**config.mk**
```make
export PLATFORM = sky130hd
export DESIGN_NAME = sdf_decim_filter
export DESIGN_NICKNAME = d
export VERILOG_FILES = /design/src/sdf_pkg.sv /design/src/sdf_decim_filter.sv /design/src/sdf_sinc1_stage.sv
export VERILOG_INCLUDE_DIRS = /design/src /design/src/src
export SDC_FILE = /design/constraint.sdc
export NUM_CORES = 1
export LEC_CHECK = 0
export BUFFER_PORTS_ARGS = -buffer_cell sky130_fd_sc_hd__buf_2
export CAP_MARGIN = 5
export CORE_ASPECT_RATIO = 0.5
export CORE_MARGIN = 8
export CORE_UTILIZATION = 50
export DETAILED_ROUTE_END_ITERATION = 12
export PLACE_DENSITY = 0.68
export SLEW_MARGIN = 10
export SYNTH_ARGS = -nofsm -noshare
export SYNTH_HDL_FRONTEND = slang
export SYNTH_SLANG_ARGS = --single-unit
```
**constraint.sdc**
```tcl
create_clock -name sys_clk -period 13.4 [get_ports sys_clk]
set_input_delay 0.67 -clock sys_clk [delete_from_list [all_inputs] [get_ports sys_clk]]
set_output_delay 0.67 -clock sys_clk [all_outputs]
set_load 0.05 [all_outputs]
```
**src/sdf_consts.svh**
```systemverilog
`ifndef SDF_CONSTS_SVH
`define SDF_CONSTS_SVH

// Datapath widths
`define SDF_ACC_W          32
`define SDF_OUT_W          36
`define SDF_CTR_W          14
`define SDF_CTRL_W         13
`define SDF_SETTLE_W       16

// Register word indices (byte address is index times four)
`define SDF_IDX_CTRL       2'h0
`define SDF_IDX_STATUS     2'h1
`define SDF_IDX_DATA       2'h2

// Control register fields
`define SDF_CTRL_RATIO_MSB 2
`define SDF_CTRL_RATIO_LSB 0
`define SDF_CTRL_TURBO     3
`define SDF_CTRL_PWR_MSB   5
`define SDF_CTRL_PWR_LSB   4
`define SDF_CTRL_ENABLE    6
`define SDF_CTRL_INSEL_MSB 8
`define SDF_CTRL_INSEL_LSB 7
`define SDF_CTRL_GAIN_MSB  11
`define SDF_CTRL_GAIN_LSB  9
`define SDF_CTRL_RESYNC    12
`define SDF_CTRL_RESET     13'h0043

// Status register fields
`define SDF_STAT_SINC3     0
`define SDF_STAT_SETTLED   1
`define SDF_STAT_READY_N   2
`define SDF_STAT_CHAN_MSB  4
`define SDF_STAT_CHAN_LSB  3
`define SDF_STAT_LG_MSB    19
`define SDF_STAT_LG_LSB    16

// Ratio as a power of two
`define SDF_LG_TURBO       4'h6
`define SDF_LG_BASE        4'h7
`define SDF_LG_SINC3_MAX   4'ha

// Modulator tick on one phase of the divide-by-two
`define SDF_MOD_TICK_PHASE 1'b1

// Settling times in master clock periods
`define SDF_SETTLE_64      16'h02d8
`define SDF_SETTLE_128     16'h0358
`define SDF_SETTLE_256     16'h0458
`define SDF_SETTLE_512     16'h0658
`define SDF_SETTLE_1024    16'h0a58

`endif

```
**src/sdf_pkg.sv**
```systemverilog
`include "sdf_consts.svh"

package sdf_pkg;

    typedef enum logic [2:0] {
        SDF_FAST_FIRST  = 3'b001,
        SDF_FAST_SECOND = 3'b010,
        SDF_SINC3       = 3'b100
    } sdf_path_type;

    typedef enum logic [1:0] {
        SDF_HIGH_RESOLUTION_LEVEL  = 2'h0,
        SDF_LOW_POWER_LEVEL        = 2'h1,
        SDF_VERY_LOW_POWER_LEVEL   = 2'h2
    } sdf_power_type;

    typedef struct packed {
        logic [`SDF_OUT_W-1:0] acc;
        logic [`SDF_OUT_W-1:0] sum;
        logic                  strobe;
    } sdf_stage_type;

    typedef struct packed {
        logic                     modSync1;
        logic                     modSync2;
        logic                     modPhase;
        logic [`SDF_CTR_W-1:0]    ctr;
        logic [`SDF_ACC_W-1:0]    i1;
        logic [`SDF_ACC_W-1:0]    i2;
        logic [`SDF_ACC_W-1:0]    i3;
        logic [`SDF_ACC_W-1:0]    d1;
        logic [`SDF_ACC_W-1:0]    d2;
        logic [`SDF_ACC_W-1:0]    d3;
        logic [`SDF_CTRL_W-1:0]   ctrl;
        logic                     restart;
        logic                     ack;
        logic [31:0]              rdata;
        logic [`SDF_SETTLE_W-1:0] settleCnt;
        logic                     settled;
        sdf_path_type             path;
        logic [`SDF_OUT_W-1:0]    sample;
        logic                     newSample;
        logic                     readyN;
    } sdf_state_type;

endpackage : sdf_pkg

```
**src/sdf_decim_filter.sv**
```systemverilog
`timescale 1ns/1ps
`include "sdf_consts.svh"

// How it works
// - Modulator clock is master clock halved
// - Sinc averaging filter, then decimate
// - Output rate is modulator rate over ratio
// - Ratio from 3-bit field; turbo forces 64
// - Nine ratios, 64 through 16384
// - Bit-stream feeds sinc3 and fast path together
// - Fast first-order path used after reset
// - Sinc3 path after two conversions, until reset
// - Ratios up to 1024: sinc3 output direct
// - Above 1024: sinc3 at 1024, then sinc1
// - Enable, input, gain or resync restarts settling
// - Unsettled samples still presented and flagged ready
// - Settling intervals per ratio, master clock periods
// - One independent filter instance per channel
// - Two-bit power level field selects mode
module sdf_decim_filter #(
    parameter logic [1:0]               CHAN_ID     = 2'h0,
    parameter logic [`SDF_SETTLE_W-1:0] SETTLE_2048 = 16'h1258,
    parameter logic [`SDF_SETTLE_W-1:0] SETTLE_4096 = 16'h2258,
    parameter logic [`SDF_SETTLE_W-1:0] SETTLE_8192 = 16'h4258,
    parameter logic [`SDF_SETTLE_W-1:0] SETTLE_16K  = 16'h8258
) (
    input  wire logic                  sys_clk,
    input  wire logic                  sys_rst,
    input  wire logic                  modBit,
    output      logic                  modClk,
    input  wire logic [3:0]            wb_adr_i,
    input  wire logic [31:0]           wb_dat_i,
    input  wire logic [3:0]            wb_sel_i,
    input  wire logic                  wb_we_i,
    input  wire logic                  wb_cyc_i,
    input  wire logic                  wb_stb_i,
    output      logic [31:0]           wb_dat_o,
    output      logic                  wb_ack_o,
    output      logic [`SDF_OUT_W-1:0] sampleOut,
    output      logic                  newSample,
    output      logic                  sampleReadyN,
    output      logic                  sinc3Active,
    output      logic                  settled,
    output      logic [1:0]            powerLevel
);
    sdf_pkg::sdf_state_type s_r;
    sdf_pkg::sdf_state_type s_nxt;

    logic [`SDF_OUT_W-1:0] fastSum;
    logic                  fastStrobe;
    logic [`SDF_OUT_W-1:0] postSum;
    logic                  postStrobe;
    logic                  clearAll;
    logic                  modTick;
    logic [3:0]            lgRatio;
    logic [3:0]            lgSinc3;
    logic [`SDF_CTR_W-1:0] sinc3Mask;
    logic [`SDF_CTR_W-1:0] ratioMask;
    logic                  sinc3Dump;
    logic                  finalDump;
    logic [`SDF_ACC_W-1:0] in1;
    logic [`SDF_ACC_W-1:0] i1n;
    logic [`SDF_ACC_W-1:0] i2n;
    logic [`SDF_ACC_W-1:0] i3n;
    logic [`SDF_ACC_W-1:0] c1;
    logic [`SDF_ACC_W-1:0] c2;
    logic [`SDF_ACC_W-1:0] c3;
    logic [`SDF_OUT_W-1:0] fastIn;
    logic [`SDF_OUT_W-1:0] postIn;

    // Turbo wins over the field; field codes ascend from 128
    function automatic logic [3:0] ratioLog(input logic turbo, input logic [2:0] field);
        ratioLog = turbo ? `SDF_LG_TURBO : `SDF_LG_BASE + {1'b0, field};
    endfunction : ratioLog

    function automatic logic [`SDF_CTR_W-1:0] maskOf(input logic [3:0] lg);
        maskOf = `SDF_CTR_W'((15'h1 << lg) - 15'h1);
    endfunction : maskOf

    function automatic logic [`SDF_SETTLE_W-1:0] settleOf(input logic [3:0] lg);
        unique case (lg)
            4'h6:    settleOf = `SDF_SETTLE_64;
            4'h7:    settleOf = `SDF_SETTLE_128;
            4'h8:    settleOf = `SDF_SETTLE_256;
            4'h9:    settleOf = `SDF_SETTLE_512;
            4'ha:    settleOf = `SDF_SETTLE_1024;
            4'hb:    settleOf = SETTLE_2048;
            4'hc:    settleOf = SETTLE_4096;
            4'hd:    settleOf = SETTLE_8192;
            default: settleOf = SETTLE_16K;
        endcase
    endfunction : settleOf

    // Byte lanes 0 and 1 carry the control bits
    function automatic logic [`SDF_CTRL_W-1:0] mergeCtrl(input logic [`SDF_CTRL_W-1:0] old,
                                                        input logic [31:0] data,
                                                        input logic [3:0] sel);
        mergeCtrl = old;
        if (sel[0]) begin
            mergeCtrl[7:0] = data[7:0];
        end
        if (sel[1]) begin
            mergeCtrl[`SDF_CTRL_W-1:8] = data[`SDF_CTRL_W-1:8];
        end
    endfunction : mergeCtrl

    assign lgRatio   = ratioLog(s_r.ctrl[`SDF_CTRL_TURBO], s_r.ctrl[`SDF_CTRL_RATIO_MSB:`SDF_CTRL_RATIO_LSB]);
    assign lgSinc3   = (lgRatio > `SDF_LG_SINC3_MAX) ? `SDF_LG_SINC3_MAX : lgRatio;
    assign sinc3Mask = maskOf(lgSinc3);
    assign ratioMask = maskOf(lgRatio);
    // Filter state is held clear while the channel is off
    assign clearAll  = s_r.restart || !s_r.ctrl[`SDF_CTRL_ENABLE];
    assign modTick   = (s_r.modPhase == `SDF_MOD_TICK_PHASE);
    assign sinc3Dump = modTick && ((s_r.ctr & sinc3Mask) == sinc3Mask);
    assign finalDump = modTick && (s_r.ctr == ratioMask);

    // One bit maps to plus or minus one
    assign in1 = s_r.modSync2 ? `SDF_ACC_W'(1) : {`SDF_ACC_W{1'b1}};
    // Integrators run at the modulator rate, combs at the sinc3 rate
    assign i1n = s_r.i1 + in1;
    assign i2n = s_r.i2 + i1n;
    assign i3n = s_r.i3 + i2n;
    assign c1  = i3n - s_r.d1;
    assign c2  = c1 - s_r.d2;
    assign c3  = c2 - s_r.d3;

    assign fastIn = {{(`SDF_OUT_W-`SDF_ACC_W){in1[`SDF_ACC_W-1]}}, in1};
    assign postIn = {{(`SDF_OUT_W-`SDF_ACC_W){c3[`SDF_ACC_W-1]}}, c3};

    // Both paths see every modulator bit
    sdf_sinc1_stage u_fast (
        .sys_clk   (sys_clk),
        .sys_rst   (sys_rst),
        .clr       (clearAll),
        .inValid   (modTick),
        .inDump    (finalDump),
        .inData    (fastIn),
        .sum       (fastSum),
        .sumStrobe (fastStrobe)
    );

    // At ratios up to 1024 every sinc3 output is also the final dump
    sdf_sinc1_stage u_post (
        .sys_clk   (sys_clk),
        .sys_rst   (sys_rst),
        .clr       (clearAll),
        .inValid   (sinc3Dump),
        .inDump    (finalDump),
        .inData    (postIn),
        .sum       (postSum),
        .sumStrobe (postStrobe)
    );

    always_comb begin
        logic                   req;
        logic                   commit;
        logic [`SDF_CTRL_W-1:0] newCtrl;
        logic [31:0]            status;
        req     = 1'b0;
        commit  = 1'b0;
        newCtrl = '0;
        status  = '0;

        s_nxt           = s_r;
        s_nxt.modSync1  = modBit;
        s_nxt.modSync2  = s_r.modSync1;
        s_nxt.modPhase  = ~s_r.modPhase;
        s_nxt.restart   = 1'b0;
        s_nxt.newSample = 1'b0;

        // Decimation counter and sinc3 integrator/comb state
        if (clearAll) begin
            s_nxt.ctr = '0;
            s_nxt.i1  = '0;
            s_nxt.i2  = '0;
            s_nxt.i3  = '0;
            s_nxt.d1  = '0;
            s_nxt.d2  = '0;
            s_nxt.d3  = '0;
        end else if (modTick) begin
            s_nxt.ctr = finalDump ? '0 : s_r.ctr + `SDF_CTR_W'(1);
            s_nxt.i1  = i1n;
            s_nxt.i2  = i2n;
            s_nxt.i3  = i3n;
            if (sinc3Dump) begin
                s_nxt.d1 = i3n;
                s_nxt.d2 = c1;
                s_nxt.d3 = c2;
            end
        end

        // Settling timer; purely informative, samples are never held back
        if (clearAll) begin
            s_nxt.settleCnt = '0;
            s_nxt.settled   = 1'b0;
        end else if (s_r.settleCnt != settleOf(lgRatio)) begin
            s_nxt.settleCnt = s_r.settleCnt + `SDF_SETTLE_W'(1);
        end else begin
            s_nxt.settled = 1'b1;
        end

        // Fast result is scaled up to the sinc3 gain so both paths line up
        if (postStrobe) begin
            s_nxt.newSample = 1'b1;
            s_nxt.readyN    = 1'b0;
            unique case (s_r.path)
                sdf_pkg::SDF_FAST_FIRST: begin
                    s_nxt.sample = fastSum <<< {lgSinc3, 1'b0};
                    s_nxt.path   = sdf_pkg::SDF_FAST_SECOND;
                end
                sdf_pkg::SDF_FAST_SECOND: begin
                    s_nxt.sample = fastSum <<< {lgSinc3, 1'b0};
                    s_nxt.path   = sdf_pkg::SDF_SINC3;
                end
                sdf_pkg::SDF_SINC3: begin
                    s_nxt.sample = postSum;
                end
                default: begin
                    s_nxt.path = sdf_pkg::SDF_FAST_FIRST;
                end
            endcase
        end

        // Classic Wishbone: ack one cycle after the request, write commits on the ack edge
        req    = wb_cyc_i && wb_stb_i && !s_r.ack;
        commit = wb_cyc_i && wb_stb_i && s_r.ack;
        s_nxt.ack = req;
        status[`SDF_STAT_SINC3]                        = (s_r.path == sdf_pkg::SDF_SINC3);
        status[`SDF_STAT_SETTLED]                      = s_r.settled;
        status[`SDF_STAT_READY_N]                      = s_r.readyN;
        status[`SDF_STAT_CHAN_MSB:`SDF_STAT_CHAN_LSB]  = CHAN_ID;
        status[`SDF_STAT_LG_MSB:`SDF_STAT_LG_LSB]      = lgRatio;
        if (req) begin
            unique case (wb_adr_i[3:2])
                `SDF_IDX_CTRL:   s_nxt.rdata = {{(32-`SDF_CTRL_W){1'b0}}, s_r.ctrl};
                `SDF_IDX_STATUS: s_nxt.rdata = status;
                `SDF_IDX_DATA:   s_nxt.rdata = s_r.sample[`SDF_OUT_W-1:`SDF_OUT_W-32];
                default:         s_nxt.rdata = '0;
            endcase
        end
        if (commit && wb_we_i && wb_adr_i[3:2] == `SDF_IDX_CTRL) begin
            newCtrl = mergeCtrl(s_r.ctrl, wb_dat_i, wb_sel_i);
            // Resync is a command bit and never stored
            s_nxt.ctrl = newCtrl & ~(`SDF_CTRL_W'(1) << `SDF_CTRL_RESYNC);
            s_nxt.restart = newCtrl[`SDF_CTRL_RESYNC]
                || (newCtrl[`SDF_CTRL_ENABLE] && !s_r.ctrl[`SDF_CTRL_ENABLE])
                || (newCtrl[`SDF_CTRL_INSEL_MSB:`SDF_CTRL_INSEL_LSB]
                    != s_r.ctrl[`SDF_CTRL_INSEL_MSB:`SDF_CTRL_INSEL_LSB])
                || (newCtrl[`SDF_CTRL_GAIN_MSB:`SDF_CTRL_GAIN_LSB]
                    != s_r.ctrl[`SDF_CTRL_GAIN_MSB:`SDF_CTRL_GAIN_LSB])
                || (newCtrl[`SDF_CTRL_TURBO:`SDF_CTRL_RATIO_LSB]
                    != s_r.ctrl[`SDF_CTRL_TURBO:`SDF_CTRL_RATIO_LSB]);
        end
        // Reading the data word releases ready, but a new sample in the same cycle wins
        if (commit && !wb_we_i && wb_adr_i[3:2] == `SDF_IDX_DATA && !postStrobe) begin
            s_nxt.readyN = 1'b1;
        end
    end

    always_ff @(posedge sys_clk) begin
        if (sys_rst) begin
            s_r           <= '0;
            s_r.ctrl      <= `SDF_CTRL_RESET;
            s_r.path      <= sdf_pkg::SDF_FAST_FIRST;
            s_r.readyN    <= 1'b1;
        end else begin
            s_r <= s_nxt;
        end
    end

    assign modClk       = s_r.modPhase;
    assign wb_dat_o     = s_r.rdata;
    assign wb_ack_o     = s_r.ack;
    assign sampleOut    = s_r.sample;
    assign newSample    = s_r.newSample;
    assign sampleReadyN = s_r.readyN;
    assign sinc3Active  = (s_r.path == sdf_pkg::SDF_SINC3);
    assign settled      = s_r.settled;
    assign powerLevel   = s_r.ctrl[`SDF_CTRL_PWR_MSB:`SDF_CTRL_PWR_LSB];

endmodule : sdf_decim_filter

```
**src/sdf_sinc1_stage.sv**
```systemverilog
`timescale 1ns/1ps
`include "sdf_consts.svh"

// First-order sinc: accumulate inputs, dump the sum on the marked input
module sdf_sinc1_stage (
    input  wire logic                  sys_clk,
    input  wire logic                  sys_rst,
    input  wire logic                  clr,
    input  wire logic                  inValid,
    input  wire logic                  inDump,
    input  wire logic [`SDF_OUT_W-1:0] inData,
    output      logic [`SDF_OUT_W-1:0] sum,
    output      logic                  sumStrobe
);
    sdf_pkg::sdf_stage_type s_r;
    sdf_pkg::sdf_stage_type s_nxt;

    always_comb begin
        s_nxt        = s_r;
        s_nxt.strobe = 1'b0;
        if (clr) begin
            s_nxt.acc = '0;
        end else if (inValid) begin
            if (inDump) begin
                s_nxt.sum    = s_r.acc + inData;
                s_nxt.acc    = '0;
                s_nxt.strobe = 1'b1;
            end else begin
                s_nxt.acc = s_r.acc + inData;
            end
        end
    end

    always_ff @(posedge sys_clk) begin
        if (sys_rst) begin
            s_r <= '0;
        end else begin
            s_r <= s_nxt;
        end
    end

    assign sum       = s_r.sum;
    assign sumStrobe = s_r.strobe;

endmodule : sdf_sinc1_stage

```
## Yosys cells after proc, flatten, opt, wreduce, memory -nomap -nowiden

Memory sizes are Yosys's and may differ from the RTL's.
Index checks and enable logic that the tools add are counted.

| word-level totals | value |
|---|---|
| memories kept | 1 |
| output and inout bits | 76 |
| register bits after elaboration | 458 |
| input bits | 46 |
| logic and storage cells | 111 |
| ROM bits | 144 |

Memories:

| memory | depth | width | rd ports | clocked after Yosys merged registers in | write ports | line | source |
|---|---|---|---|---|---|---|---|
| (no name shown) | 16 | 9 | 1 | 0 | 0 | sdf_decim_filter.sv:81 | `unique case (lg)` |

| cells by class | value |
|---|---|
| $add $sub $neg | 13 |
| bitwise gates (word level) | 6 |
| mux-type cells | 16 |
| reduce and logical (&&, ||, !) cells | 33 |
| shifts and indexed selects | 3 |
| $lt $le $gt $ge | 1 |
| equal/unequal tests | 12 |

Operators with widths:

| cell | number |
|---|---|
| adder 32 bit | 3 |
| case mux 32 bit (3 select lines) | 1 |
| subtractor 32 bit | 3 |
| adder 36 bit | 2 |
| 2-to-1 mux 36 bit | 2 |
| case mux 36 bit (2 select lines) | 1 |
| <<< shifter 36 x 5 -> 36 bit | 1 |
| 2-to-1 mux 32 bit | 1 |
| equality test 14 bit | 2 |
| left shift 1 x 4 -> 14 bit (first input constant) | 2 |
| subtractor 14 x 1 -> 14 bit (second input constant) | 2 |
| adder 16 x 1 -> 16 bit (second input constant) | 1 |
| 2-to-1 mux 16 bit | 1 |
| 2-to-1 mux 8 bit | 2 |
| inequality test 16 bit | 1 |
| adder 14 x 1 -> 14 bit (second input constant) | 1 |
| bitwise AND 14 bit | 1 |
| 2-to-1 mux 14 bit | 1 |
| logical AND 1 bit | 11 |
| 2-to-1 mux 5 bit | 2 |
| case mux 3 bit (3 select lines) | 1 |
| 2-to-1 mux 4 bit | 2 |
| AND reduction 2 bit | 4 |
| OR reduction 2 bit | 4 |
| other kinds (20) | 32 |

## Longest topological paths before layout

Gate-level depths: netlist of the first run.

| logic depth | value |
|---|---|
| depth in word-level cells | 11 |
| mapped depth | 62 |
| gate-level depth less buffers | 62 |

## By module

A second synthesis of the first run with hierarchy kept.

| second synthesis, totals | value |
|---|---|
| cells, all modules | 4162 |
| area total of the unflattened synthesis | 32686.3 um^2 |

By module, submodules not included:

| module | instances | seq. area each (um^2) | cells each | area an instance (um^2) |
|---|---|---|---|---|
| sdf_decim_filter | 1 | 6266.0 | 2932 | 23057.1 |
| sdf_sinc1_stage | 2 | 1461.4 | 615 | 4814.6 |

## Worst setup path before layout of the first run

Ideal clock, no wire load.

| timing path | value |
|---|---|
| kind | flip-flop to flip-flop |
| start point | register s_r[312] in the netlist's numbering |
| end point | register u_post.s_r[71] in the netlist's numbering |
| arrival | 12.091 ns |
| buffers on the path | 0 |
| period minus slack after synthesis | 12.208 ns |
| slack | 1.192 ns |
| library setup time | 0.117 ns |
| cell stages (with the launch flop) | 57 |
| data required time | 13.283 ns |
| cell sequence | dfxtp_1 > inv_1 > ha_1 > nor2b_1 > o21ai_0 > a21boi_0 > o21ai_0 > a21boi_0 > or2_2 > a21oi_1 > xnor2_1 > ha_1 > a21oi_1 > o21ai_1 > a211o_1 > a21o_1 > a21oi_1 > xnor2_1 > [... 21 more ...] > a221o_1 > a21o_1 > a31o_2 > a21oi_1 > xnor2_1 > ha_1 > a21o_1 > a21o_1 > a221oi_1 > xnor2_1 > xnor3_1 > ha_1 > a21o_1 > a41oi_1 > o21bai_1 > a21oi_1 > xnor2_1 > a32o_1 |

| on the way | value |
|---|---|
| cells in the longest elaborated chain, start to end | 9 |

RTL lines:

| item | line | source |
|---|---|---|
| start, declared | sdf_decim_filter.sv:46 | `sdf_pkg::sdf_state_type s_r;` |
| start signal, assigned | sdf_decim_filter.sv:267 | `s_r <= s_nxt;` |
| 2-to-1 mux 32 bit | sdf_decim_filter.sv:118 | `` assign in1 = s_r.modSync2 ? `SDF_ACC_W'(1) : {`SDF_ACC_W{1'b1}}; `` |
| adder 32 bit | sdf_decim_filter.sv:120 | `assign i1n = s_r.i1 + in1;` |
| net i1n[8] | sdf_decim_filter.sv:62 | `` logic [`SDF_ACC_W-1:0] i1n; `` |
| adder 32 bit | sdf_decim_filter.sv:121 | `assign i2n = s_r.i2 + i1n;` |
| net i2n[13] | sdf_decim_filter.sv:63 | `` logic [`SDF_ACC_W-1:0] i2n; `` |
| adder 32 bit | sdf_decim_filter.sv:122 | `assign i3n = s_r.i3 + i2n;` |
| net i3n[14] | sdf_decim_filter.sv:64 | `` logic [`SDF_ACC_W-1:0] i3n; `` |
| subtractor 32 bit | sdf_decim_filter.sv:123 | `assign c1 = i3n - s_r.d1;` |
| net c1[20] | sdf_decim_filter.sv:65 | `` logic [`SDF_ACC_W-1:0] c1; `` |
| subtractor 32 bit | sdf_decim_filter.sv:124 | `assign c2 = c1 - s_r.d2;` |
| net c2[28] | sdf_decim_filter.sv:66 | `` logic [`SDF_ACC_W-1:0] c2; `` |
| subtractor 32 bit | sdf_decim_filter.sv:125 | `assign c3 = c2 - s_r.d3;` |
| adder 36 bit | sdf_sinc1_stage.sv:29 | `s_nxt.acc = s_r.acc + inData;` |
| 2-to-1 mux 36 bit | sdf_sinc1_stage.sv:24 | `if (inDump) begin` |
| end signal, assigned | sdf_sinc1_stage.sv:38 | `s_r <= s_nxt;` |
| end, declared | sdf_sinc1_stage.sv:15 | `sdf_pkg::sdf_stage_type s_r;` |

The timed path passes the listed nets, and every way through them passes these cells.
A chain may end at the register's enable or synchronous reset.

## Final worst setup path of the first run

Same ends and word-level chain as after synthesis.

==> impl_metrics.sql, run 1 <==
INSERT INTO impl_metrics (metric_group, metric, value, unit) VALUES
('floorplanning', 'fp.dieW', '369', 'µm'),
('timing', 'min_period_over_period', '0.933', ''),
('worst_setup_path', 'r2r_setup_slack', '0.90', 'ns'),
('worst_setup_path', 'worst_setup_path_start_kind', 'flip-flop', ''),
('timing', 'worst_pin_slew', '1.20', 'ns'),
('worst_setup_path', 'r2r_end', 'u_post.s_r[71]', ''),
('worst_hold_path', 'hold-path-cell-count', '2', ''),
('worst_setup_path', 'slowest_delay', '0.43', 'ns'),
('clocking', 'buffer_cell_driving_the_clock_tree_root', 'clkbuf_16', ''),
('layout', 'fin_nets', '4182', ''),
('grt', 'grt_first_pass_wirelength', '126000', 'µm'),
('run_status', 'status', 'finished, final reports clean', ''),
('logic_synthesis', 'seq_area_frac_synth', '0.295', ''),
('timing', 'slew-limit-headroom', '0.191', ''),
('grt', 'grt_start_max_net_pins', '100', ''),
('layout', 'final_common_cell', 'nand2_1', ''),
('timing', 'timing_max_transition_violations_final', '0', ''),
('logic_synthesis', 'asyncSetResetFlopFracSynth', '0', ''),
('routing', 'routed_wirelength', '76600', 'µm'),
('timing', 'finalCriticalPeriod', '12.50', 'ns'),
('worst_hold_path', 'worst_hold_startpoint', 'modBit', ''),
('worst_setup_path', 'worst-endpoint-arrival', '12.98', 'ns'),
('place', 'place.detailed.hpwl', '54700', 'µm'),
('clocking', 'cts.hold.buffers_added', '0', ''),
('logic_synthesis', 'post_synth_inst_count', '3934', ''),
('routing', 'detail_routed_via_count_per_cell', '5.68', ''),
('timing', 'report.final.setup_viol', '0', ''),
('floorplanning', 'io_pins', '122', ''),
('clocking', 'clock_tree.htree_level_count', '2', ''),
('worst_hold_path', 'worstHoldEndpoint', 's_nxt[312]', ''),
('logic_synthesis', 'number_of_enable_flip_flop_cells_after_synthesis', '0', ''),
('clocking', 'clk_latency', '0.58', 'ns'),
('grt', 'grt_use_total', '0.206', ''),
('worst_setup_path', 'worst_path_most_repeated_cell', 'ha_1', ''),
('clocking', 'clkSlewWorstSetupHoldPaths', '0.07', 'ns'),
('grt', 'grt-ovfl-total', '0', ''),
('routing', 'drtIter0Drc', '1809', ''),
('logic_synthesis', 'post_synth_design_cell_area', '31100', 'µm²'),
('timing', 'setup_repair_after_global_routing_missed_its_margin', 'false', ''),
('floorplanning', 'rows', '64', ''),
('clocking', 'cts.path.max_buffers', '3', ''),
('logic_synthesis', 'synth-warning-count', '0', ''),
('floorplanning', 'area_of_the_core', '61300', 'µm²'),
('timing', 'finalHoldViolations', '0', ''),
('layout', 'ff_latch_area', '9170', 'µm²'),
('clocking', 'clock-sinks', '458', ''),
('timing', 'clock.fmax', '0.0800', 'GHz'),
('routing', 'post-route-drc-count', '0', ''),
('logic_synthesis', 'synth.lib_cells_used.distinct', '84', ''),
('floorplanning', 'fp.dieH', '192', 'µm'),
('worst_setup_path', 'critical_path_class', 'reg -> reg', ''),
('timing', 'fin_hold_ws', '0.307', 'ns'),
('routing', 'pre_repair_dr_iteration_count', '5', ''),
('layout', 'layout_common_cells', 'nand2_1 (465), dfxtp_1 (456), nor2_1 (414)', ''),
('layout', 'antennaDiodeCount', '0', ''),
('logic_synthesis', 'postSynth.topFlopCell', 'dfxtp_1', ''),
('clocking', 'cts_buffers', '46', ''),
('grt', 'grt_pass1_vias', '25300', ''),
('layout', 'areaGrowthSynthToFinish', '6.98', '%'),
('timing', 'setup_total_negative_slack', '0', 'ns'),
('worst_setup_path', 'crit-reg2reg-launch', 's_r[312]', ''),
('worst_setup_path', 'timing.critical_path.fanout_max', '7', ''),
('worst_setup_path', 'worst-endpoint-required', '13.88', 'ns'),
('run', 'maxCapViolations', '0', ''),
('place', 'placer_s_final_routability_congestion_estimate', '0.884', ''),
('worst_setup_path', 'critical_path.endpoint_type', 'flip-flop', ''),
('place', 'io_buffers', '98', ''),
('clocking', 'cts_tree', 'done', ''),
('logic_synthesis', 'ys_seq_elements', '458', ''),
('logic_synthesis', 'synth.avg_cell_area', '7.91', 'µm²'),
('worst_hold_path', 'hold_path_class', 'in -> reg', ''),
('layout', 'drive_above_1_share', '0.0634', ''),
('routing', 'routed_wire_length_per_instance', '16.2', 'µm'),
('worst_setup_path', 'worst_r2r_path_depth', '56', ''),
('timing', 'finalClockSkew', '0.0151', 'ns'),
('grt', 'antenna_found_initial', '1', ''),
('floorplanning', 'start_util', '0.507', ''),
('floorplanning', 'floorplan.die_area', '70900', 'µm²'),
('routing', 'dr_total_vias', '26800', ''),
('layout', 'multi_input_logic_area', '20000', 'µm²'),
('routing', 'antenna_violating_nets_post_route', '0', ''),
('worst_setup_path', 'worst_path_max_delay_cell', 'dfxtp_2', ''),
('layout', 'n_fill_cell', '5792', '');
## cells in the mapped netlist, types with 8 or more instances
master	instances	area [µm²]
buf_1	12	45.0
a211oi_1	65	488
nand3b_1	9	67.6
o311ai_0	8	70.1
nor2_1	416	1560
mux2i_1	160	1600
nor3_1	84	420
o211ai_1	22	165
a22oi_1	53	398
buf_4	70	526
a311oi_1	15	131
a21o_1	132	991
a21boi_0	9	67.6
a21oi_1	403	2020
a31oi_1	27	169
xnor2_1	196	1720
xor2_1	91	797
dfxtp_1	458	9170
nor4_1	11	68.8
and2_1	16	100
nand2_1	466	1750
a211o_1	12	105
nand2b_1	20	125
o31ai_1	9	67.6
and3_1	21	131
a22o_1	18	158
nor2b_1	31	194
nand4_1	32	200
o21ai_0	111	556
o2111ai_1	9	78.8
fa_1	8	160
or4_1	8	60.1
or2_2	11	68.8
and4_1	11	96.3
clkbuf_1	169	634
inv_1	196	736
o21bai_1	48	360
ha_1	265	3320
a221oi_1	19	166
o21a_1	23	173
nand3_1	87	435
## through the flow
stage	instance area [µm²]	util	setup WS, ns	std cells
after floorplan	31100	-	1.19	3935
after global placement	31700	0.517	0.815	4638
after detailed placement	31700	0.517	0.715	4638
after CTS	33200	0.542	0.600	4721
after global routing	33300	0.542	0.0288	4723
final	33300	0.542	0.902	4723
## how the worst max path moves through the flow
stage                         from        endpoint  slack [ns]  depth (start not counted)
after floorplan           s_r[312]  u_post.s_r[71]        1.19                         56
after global placement    s_r[312]  u_post.s_r[71]        0.81                         56
after detailed placement  s_r[312]  u_post.s_r[71]        0.71                         56
after CTS                 s_r[312]  u_post.s_r[71]        0.60                         56
after global routing      s_r[312]  u_post.s_r[71]        0.03                         56
final                     s_r[312]  u_post.s_r[71]        0.90                         56
## sequential cells by signal, indices dropped and copies added (netlist names), 2 cells and up
name and cells:
s_r 237, u_post.s_r 36, sampleOut 36, u_fast.s_r 36, u_post.sum 36, wb_dat_o 32, powerLevel 2, u_fast.sum 36
## cell type report
cell class	count	area share
Multi-Input combinational cell	3029	0.602
Sequential cell	458	0.276
Clock buffer	66	0.0415
Tap cell	825	0.0310
Timing Repair Buffer	132	0.0225
Inverter	196	0.0221
Clock inverter	17	0.00500
## critical path: cells and delay by family (launching register included)
family	cells	cell delay [ns]
AND/OR/NAND/NOR	8	1.12
flip-flops	1	0.43
XOR/XNOR	8	1.68
buffers and inverters	2	0.25
AO/OA/AOI/OAI	31	6.46
adder cells (fa/ha/maj)	7	2.47
## layer usage
layer | wire length, µm | GRT usage | vias to the layer above
met5 | 0 | 0 | -
met4 | 1760 | 0.0525 | 0
met3 | 3450 | 0.0297 | 121
met2 | 34900 | 0.360 | 532
met1 | 36500 | 0.269 | 12500
li1 | - | - | 13700
## timing repair
action,in CTS,in global routing
resized for setup,0,4
buffers inserted,0,2
setup endpoints to repair,0,8
## cells by family (layout without fill, tap and decap cells)
logic type / count (synthesis) / after routing / synth area share
muxes: 162 / 162 / 0.0522
and+or+nand+nor: 1245 / 1245 / 0.175
buffers and inverters: 448 / 411 / 0.0626
AOI/OAI and AO/OA: 1056 / 1056 / 0.220
other: 1 / 2 / 0.000121
xor gates and xnor gates: 291 / 291 / 0.0836
adders and majority gates: 273 / 273 / 0.112
DFF: 458 / 458 / 0.295
Power of run 1 is not shown: default switching activity piles up to over one toggle a cycle in this logic, so the estimate is an artifact.
==> run 2, diff against run 1 <==
Settings changed: RECOVER_POWER from default to 50.
==> run 2 against run 1 <==
Against the previous run:
- the run now ends with capacitance limit, slew limit left
- global-route usage is the same
- fmax is essentially flat
- wire length shrank 0.17%
- hold slack is essentially flat
- die area is the same
- clock skew is essentially flat
- critical path depth is the same
- via count is essentially flat
- first-iteration DRC count shrank 4.6%
- setup slack gained 0.0070 ns
- register-to-register slack is essentially flat
- design area shrank 0.41%
- largest cell class unchanged
- highest routed layer unchanged
==> impl_metrics.sql, run 2 (synthesis results as in run 1) <==
INSERT INTO impl_metrics (metric_group, metric, value, unit) VALUES
('run_status', 'status', 'complete, but fails checks', ''),
('run_status', 'failed_checks', 'capacitance limit, slew limit', ''),
('timing', 'setup_repair_after_global_routing_missed_its_margin', 'false', ''),
('floorplanning', 'fp.dieH', '192', 'µm'),
('place', 'place_inst', '4638', ''),
('clocking', 'cts.hold.buffers_added', '0', ''),
('clocking', 'cts_buffers', '46', ''),
('floorplanning', 'area_of_the_core', '61300', 'µm²'),
('worst_setup_path', 'critical_path.endpoint_type', 'flip-flop', ''),
('layout', 'drive_above_1_share', '0.0410', ''),
('routing', 'routed_wire_length_per_instance', '16.2', 'µm'),
('worst_setup_path', 'slowest_delay', '0.43', 'ns'),
('layout', 'largest_reg_flops', '237', ''),
('clocking', 'clkSlewWorstSetupHoldPaths', '0.07', 'ns'),
('place', 'placed_cell_area', '31700', 'µm²'),
('floorplanning', 'floorplan.die_area', '70900', 'µm²'),
('timing', 'finalClockSkew', '0.0151', 'ns'),
('floorplanning', 'rows', '64', ''),
('routing', 'drtIter0Drc', '1725', ''),
('timing', 'timing_max_transition_violations_final', '548', ''),
('clocking', 'cts.path.max_buffers', '3', ''),
('layout', 'areaGrowthSynthToFinish', '6.54', '%'),
('floorplanning', 'start_util', '0.507', ''),
('clocking', 'clock-sinks', '458', ''),
('worst_setup_path', 'worst_path_max_delay_cell', 'dfxtp_2', ''),
('timing', 'min_period_over_period', '0.932', ''),
('timing', 'finalHoldViolations', '0', ''),
('timing', 'setup_total_negative_slack', '0', 'ns'),
('floorplanning', 'fp.dieW', '369', 'µm'),
('timing', 'clock.fmax', '0.0801', 'GHz'),
('layout', 'final-instance-count-excl-fill', '4723', ''),
('layout', 'layout_common_cells', 'nand2_1 (465), dfxtp_1 (456), nor2_1 (414)', ''),
('layout', 'max_flop_register', 's_r', ''),
('routing', 'post-route-drc-count', '0', ''),
('grt', 'antenna_found_initial', '1', ''),
('layout', 'postLayoutCellArea', '33100', 'µm²'),
('worst_setup_path', 'worst_path_most_repeated_cell', 'ha_1', ''),
('routing', 'detail_routed_via_count_per_cell', '5.68', ''),
('clocking', 'cts_tree', 'done', ''),
('clocking', 'clk_latency', '0.58', 'ns'),
('routing', 'routed_wirelength', '76500', 'µm'),
('routing', 'dr_total_vias', '26800', ''),
('place', 'placer_s_final_routability_congestion_estimate', '0.884', ''),
('layout', 'antennaDiodeCount', '0', ''),
('layout', 'fin_nets', '4182', ''),
('grt', 'grt-ovfl-total', '0', ''),
('grt', 'grt_use_total', '0.206', ''),
('grt', 'grt_pass1_vias', '25300', ''),
('timing', 'slew-limit-headroom', '-1.87', ''),
('worst_setup_path', 'timing.critical_path.fanout_max', '7', ''),
('floorplanning', 'io_pins', '122', ''),
('routing', 'pre_repair_dr_iteration_count', '5', ''),
('worst_setup_path', 'worst_setup_path_start_kind', 'flip-flop', ''),
('worst_setup_path', 'worst-endpoint-required', '13.88', 'ns'),
('place', 'io_buffers', '98', ''),
('worst_setup_path', 'worst-endpoint-arrival', '12.97', 'ns'),
('place', 'place.detailed.hpwl', '54700', 'µm'),
('timing', 'worst_pin_slew', '4.30', 'ns'),
('grt', 'grt_first_pass_wirelength', '126000', 'µm'),
('grt', 'grt_start_max_net_pins', '100', ''),
('layout', 'final_common_cell', 'nand2_1', ''),
('routing', 'antenna_violating_nets_post_route', '0', ''),
('clocking', 'clock_tree.htree_level_count', '2', ''),
('worst_hold_path', 'hold_path_class', 'in -> reg', ''),
('run', 'maxCapViolations', '8', ''),
('clocking', 'buffer_cell_driving_the_clock_tree_root', 'clkbuf_16', ''),
('worst_setup_path', 'critical_path_class', 'reg -> reg', ''),
('timing', 'report.final.setup_viol', '0', ''),
('timing', 'finalCriticalPeriod', '12.49', 'ns');
run 2: changes by cell type in the layout (fill, tap and decap cells not counted), sizes merged:
cell	change
buf	-84
clkbuf	+84
run 2: final timing paths:
path	end	cells after the start	from	slack, ns
max reg2reg	u_post.s_r[71]	56	s_r[312]	0.91
max	u_post.s_r[71]	56	s_r[312]	0.91
min reg2reg	u_post.sum[27]	2	u_post.sum[27]	0.45
min	s_nxt[312]	2	modBit	0.31
run 2: critical path, delay by kind of cell (launching register included):
family	cells	cell delay, ns
compound gates	31	6.45
xor+xnor	8	1.67
fa+ha+maj	7	2.46
buf+inv	2	0.25
flops	1	0.43
simple gates	8	1.12
run 2: per-layer routing:
layer	wire, µm	part of all wire	vias to the layer above	GRT usage
met3	3520	0.046	129	0.0297
met5	0	0	-	0
li1	-	-	13700	-
met2	34800	0.45	522	0.360
met4	1860	0.024	0	0.0525
met1	36300	0.47	12500	0.269
run 2: through the flow:
stage | util | worst slack (ns) | hold WS [ns]
3_3_place_gp | 0.517 | 0.815 | 0.441
6_report | 0.540 | 0.909 | 0.307
5_1_grt | 0.540 | 0.0288 | 0.313
3_5_place_dp | 0.517 | 0.715 | 0.446
4_1_cts | 0.542 | 0.600 | 0.287
2_1_floorplan | - | 1.19 | 0.414
run 2: final cells by class:
type                            instances  area, µm²
Timing Repair Buffer                  132        621
Clock buffer                           66       1380
Tap cell                              825       1030
Sequential cell                       458       9170
Clock inverter                         17        166
Inverter                              196        736
Fill cell                            5852      28200
Multi-Input combinational cell       3029      20000
run 2: what timing repair did:
item / CTS / global route
buffers inserted: 0 / 2
setup endpoints to repair: 0 / 8
gates resized for setup: 0 / 4
Power of run 2 is left out for the same reason.
==> run 3, diff against run 2 <==
Settings changed: CORE_MARGIN 8 to 4.
==> run 3 against run 2 <==
Against the previous run:
- the run still ends with capacitance limit, slew limit left
- design area grew 0.42%
- non-clock buffer count shrank 3
- core utilization grew 0.23 points
- highest routed layer unchanged
==> impl_metrics.sql, run 3 (synthesis results as in run 1) <==
INSERT INTO impl_metrics (metric_group, metric, value, unit) VALUES
('run_status', 'status', 'complete, but fails checks', ''),
('run_status', 'failed_checks', 'capacitance limit, slew limit', ''),
('grt', 'grt_use_total', '0.222', ''),
('timing', 'report.final.setup_viol', '0', ''),
('worst_setup_path', 'r2r_setup_slack', '0.84', 'ns'),
('routing', 'routed_wire_length_per_instance', '16.3', 'µm'),
('layout', 'layout_common_cells', 'nand2_1 (465), dfxtp_1 (456), nor2_1 (414)', ''),
('clocking', 'clk_latency', '0.58', 'ns'),
('routing', 'antenna_violating_nets_post_route', '0', ''),
('floorplanning', 'rows', '64', ''),
('worst_setup_path', 'critical-path-top-delay-family', 'compound AO/OA/AOI/OAI gates', ''),
('timing', 'setup_repair_after_global_routing_missed_its_margin', 'false', ''),
('worst_hold_path', 'worstHoldEndpoint', 's_nxt[312]', ''),
('worst_setup_path', 'worst_setup_path_start_kind', 'flip-flop', ''),
('place', 'io_buffers', '98', ''),
('timing', 'timing_max_transition_violations_final', '613', ''),
('grt', 'grt_start_max_net_pins', '95', ''),
('worst_setup_path', 'worst_path_max_delay_cell', 'xnor3_2', ''),
('floorplanning', 'fp.dieW', '361', 'µm'),
('floorplanning', 'io_pins', '122', ''),
('worst_setup_path', 'critical_path_class', 'reg -> reg', ''),
('clocking', 'cts_buffers', '46', ''),
('worst_hold_path', 'hold-path-cell-count', '2', ''),
('clocking', 'clock_tree.htree_level_count', '2', ''),
('grt', 'grt-ovfl-total', '0', ''),
('timing', 'slew-limit-headroom', '-1.76', ''),
('worst_setup_path', 'worst-endpoint-required', '13.86', 'ns'),
('worst_setup_path', 'slowest_delay', '0.56', 'ns'),
('clocking', 'cts_tree', 'done', ''),
('layout', 'drive_above_1_share', '0.0421', ''),
('grt', 'antenna_found_initial', '0', ''),
('worst_hold_path', 'worst_hold_startpoint', 'modBit', ''),
('routing', 'pre_repair_dr_iteration_count', '7', ''),
('worst_setup_path', 'critical_path.endpoint_type', 'flip-flop', ''),
('layout', 'max_flop_register', 's_r', ''),
('floorplanning', 'start_util', '0.507', ''),
('layout', 'finalCoreUtilization', '0.543', ''),
('timing', 'finalCriticalPeriod', '12.56', 'ns'),
('layout', 'fin_nets', '4179', ''),
('layout', 'n_fill_cell', '5816', ''),
('grt', 'grt_first_pass_wirelength', '126000', 'µm'),
('floorplanning', 'floorplan.die_area', '66500', 'µm²'),
('worst_setup_path', 'worst_r2r_path_depth', '57', ''),
('worst_setup_path', 'worst-path-buf-inv', '2', ''),
('place', 'placed_cell_area', '31700', 'µm²'),
('timing', 'worst_pin_slew', '4.14', 'ns'),
('run', 'maxCapViolations', '10', ''),
('timing', 'min_period_over_period', '0.937', ''),
('layout', 'antennaDiodeCount', '0', ''),
('timing', 'finalHoldViolations', '0', ''),
('layout', 'largest_reg_flops', '237', ''),
('layout', 'postLayoutCellArea', '33300', 'µm²'),
('routing', 'routed_wirelength', '76800', 'µm'),
('worst_setup_path', 'worst-endpoint-arrival', '13.02', 'ns'),
('floorplanning', 'area_of_the_core', '61300', 'µm²'),
('timing', 'clock.fmax', '0.0796', 'GHz'),
('routing', 'drtIter0Drc', '1797', ''),
('worst_hold_path', 'hold_path_class', 'in -> reg', ''),
('worst_setup_path', 'worst_path_most_repeated_cell', 'a21o_1', ''),
('timing', 'finalClockSkew', '0.0213', 'ns'),
('worst_setup_path', 'r2r_end', 'u_post.s_r[71]', ''),
('place', 'place.detailed.hpwl', '54700', 'µm'),
('clocking', 'buffer_cell_driving_the_clock_tree_root', 'clkbuf_16', ''),
('layout', 'areaGrowthSynthToFinish', '6.99', '%'),
('clocking', 'clock-sinks', '458', ''),
('grt', 'grt_pass1_vias', '25300', ''),
('routing', 'detail_routed_via_count_per_cell', '5.72', ''),
('routing', 'post-route-drc-count', '0', ''),
('floorplanning', 'fp.dieH', '184', 'µm'),
('worst_setup_path', 'crit-reg2reg-launch', 's_r[312]', ''),
('clocking', 'cts.hold.buffers_added', '0', ''),
('clocking', 'cts.path.max_buffers', '3', ''),
('layout', 'final_common_cell', 'nand2_1', ''),
('worst_setup_path', 'timing.critical_path.fanout_max', '12', ''),
('place', 'placer_s_final_routability_congestion_estimate', '0.931', ''),
('timing', 'setup_total_negative_slack', '0', 'ns'),
('routing', 'dr_total_vias', '27000', ''),
('clocking', 'clkSlewWorstSetupHoldPaths', '0.07', 'ns');
## run 3: cell types whose count changed in the layout (fill, tap and decap cells not counted), sizes merged
| cell | before | now |
|---|---|---|
| clkbuf | 150 | 143 |
| clkinvlp | 1 | 6 |
| clkinv | 12 | 8 |
| bufinv | 3 | 9 |
| inv | 197 | 200 |
| buf | 48 | 45 |
## run 3: worst max path at each step
stage	from	slack, ns	cells past startpoint	endpoint
6_report	s_r[312]	0.84	57	u_post.s_r[71]
3_5_place_dp	s_r[312]	0.75	56	u_post.s_r[71]
3_3_place_gp	s_r[312]	0.86	56	u_post.s_r[71]
5_1_grt	s_r[312]	0.07	56	u_post.sum[35]
4_1_cts	s_r[312]	0.68	57	u_post.s_r[71]
2_1_floorplan	s_r[312]	1.19	56	u_post.s_r[71]
## run 3: area by class of cell
| class | instances | area, µm² | area share |
|---|---|---|---|
| clock buffer | 59 | 1300 | 0.0391 |
| sequential | 458 | 9170 | 0.276 |
| inverter | 196 | 736 | 0.0221 |
| tap | 825 | 1030 | 0.0310 |
| timing repair buffer | 129 | 596 | 0.0179 |
| clock inverter | 27 | 405 | 0.0122 |
| multi-input combinational | 3029 | 20000 | 0.602 |
## run 3: what timing repair did
action                     4_1_cts  5_1_grt
setup endpoints to repair        0        8
gates resized for setup          0        4
buffers inserted                 0        0
## run 3: metal layers
metal / GRT usage / routed length (µm) / up-vias / part of all wire
met5: 0 / 0 / - / 0
met4: 0.0554 / 1780 / 0 / 0.023
met3: 0.0282 / 3770 / 124 / 0.049
met2: 0.387 / 35400 / 568 / 0.46
met1: 0.292 / 35800 / 12700 / 0.47
li1: - / - / 13600 / -
## run 3: stage by stage
stage | setup slack [ns] | std cells | hold slack (ns)
floorplan | 1.19 | 3935 | 0.414
global placement | 0.862 | 4637 | 0.440
finish | 0.839 | 4723 | 0.317
detailed placement | 0.747 | 4637 | 0.444
CTS | 0.677 | 4723 | 0.302
global route | 0.0653 | 4723 | 0.319
## run 3: worst register-to-register path: cells and delay by family (launching register included)
kind	cells	cell delay [ns]
flops	1	0.42
compound gates	32	6.42
buf+inv	2	0.29
fa+ha+maj	7	2.49
xor+xnor	7	1.65
simple gates	9	1.19
Power of run 3 is left out for the same reason.
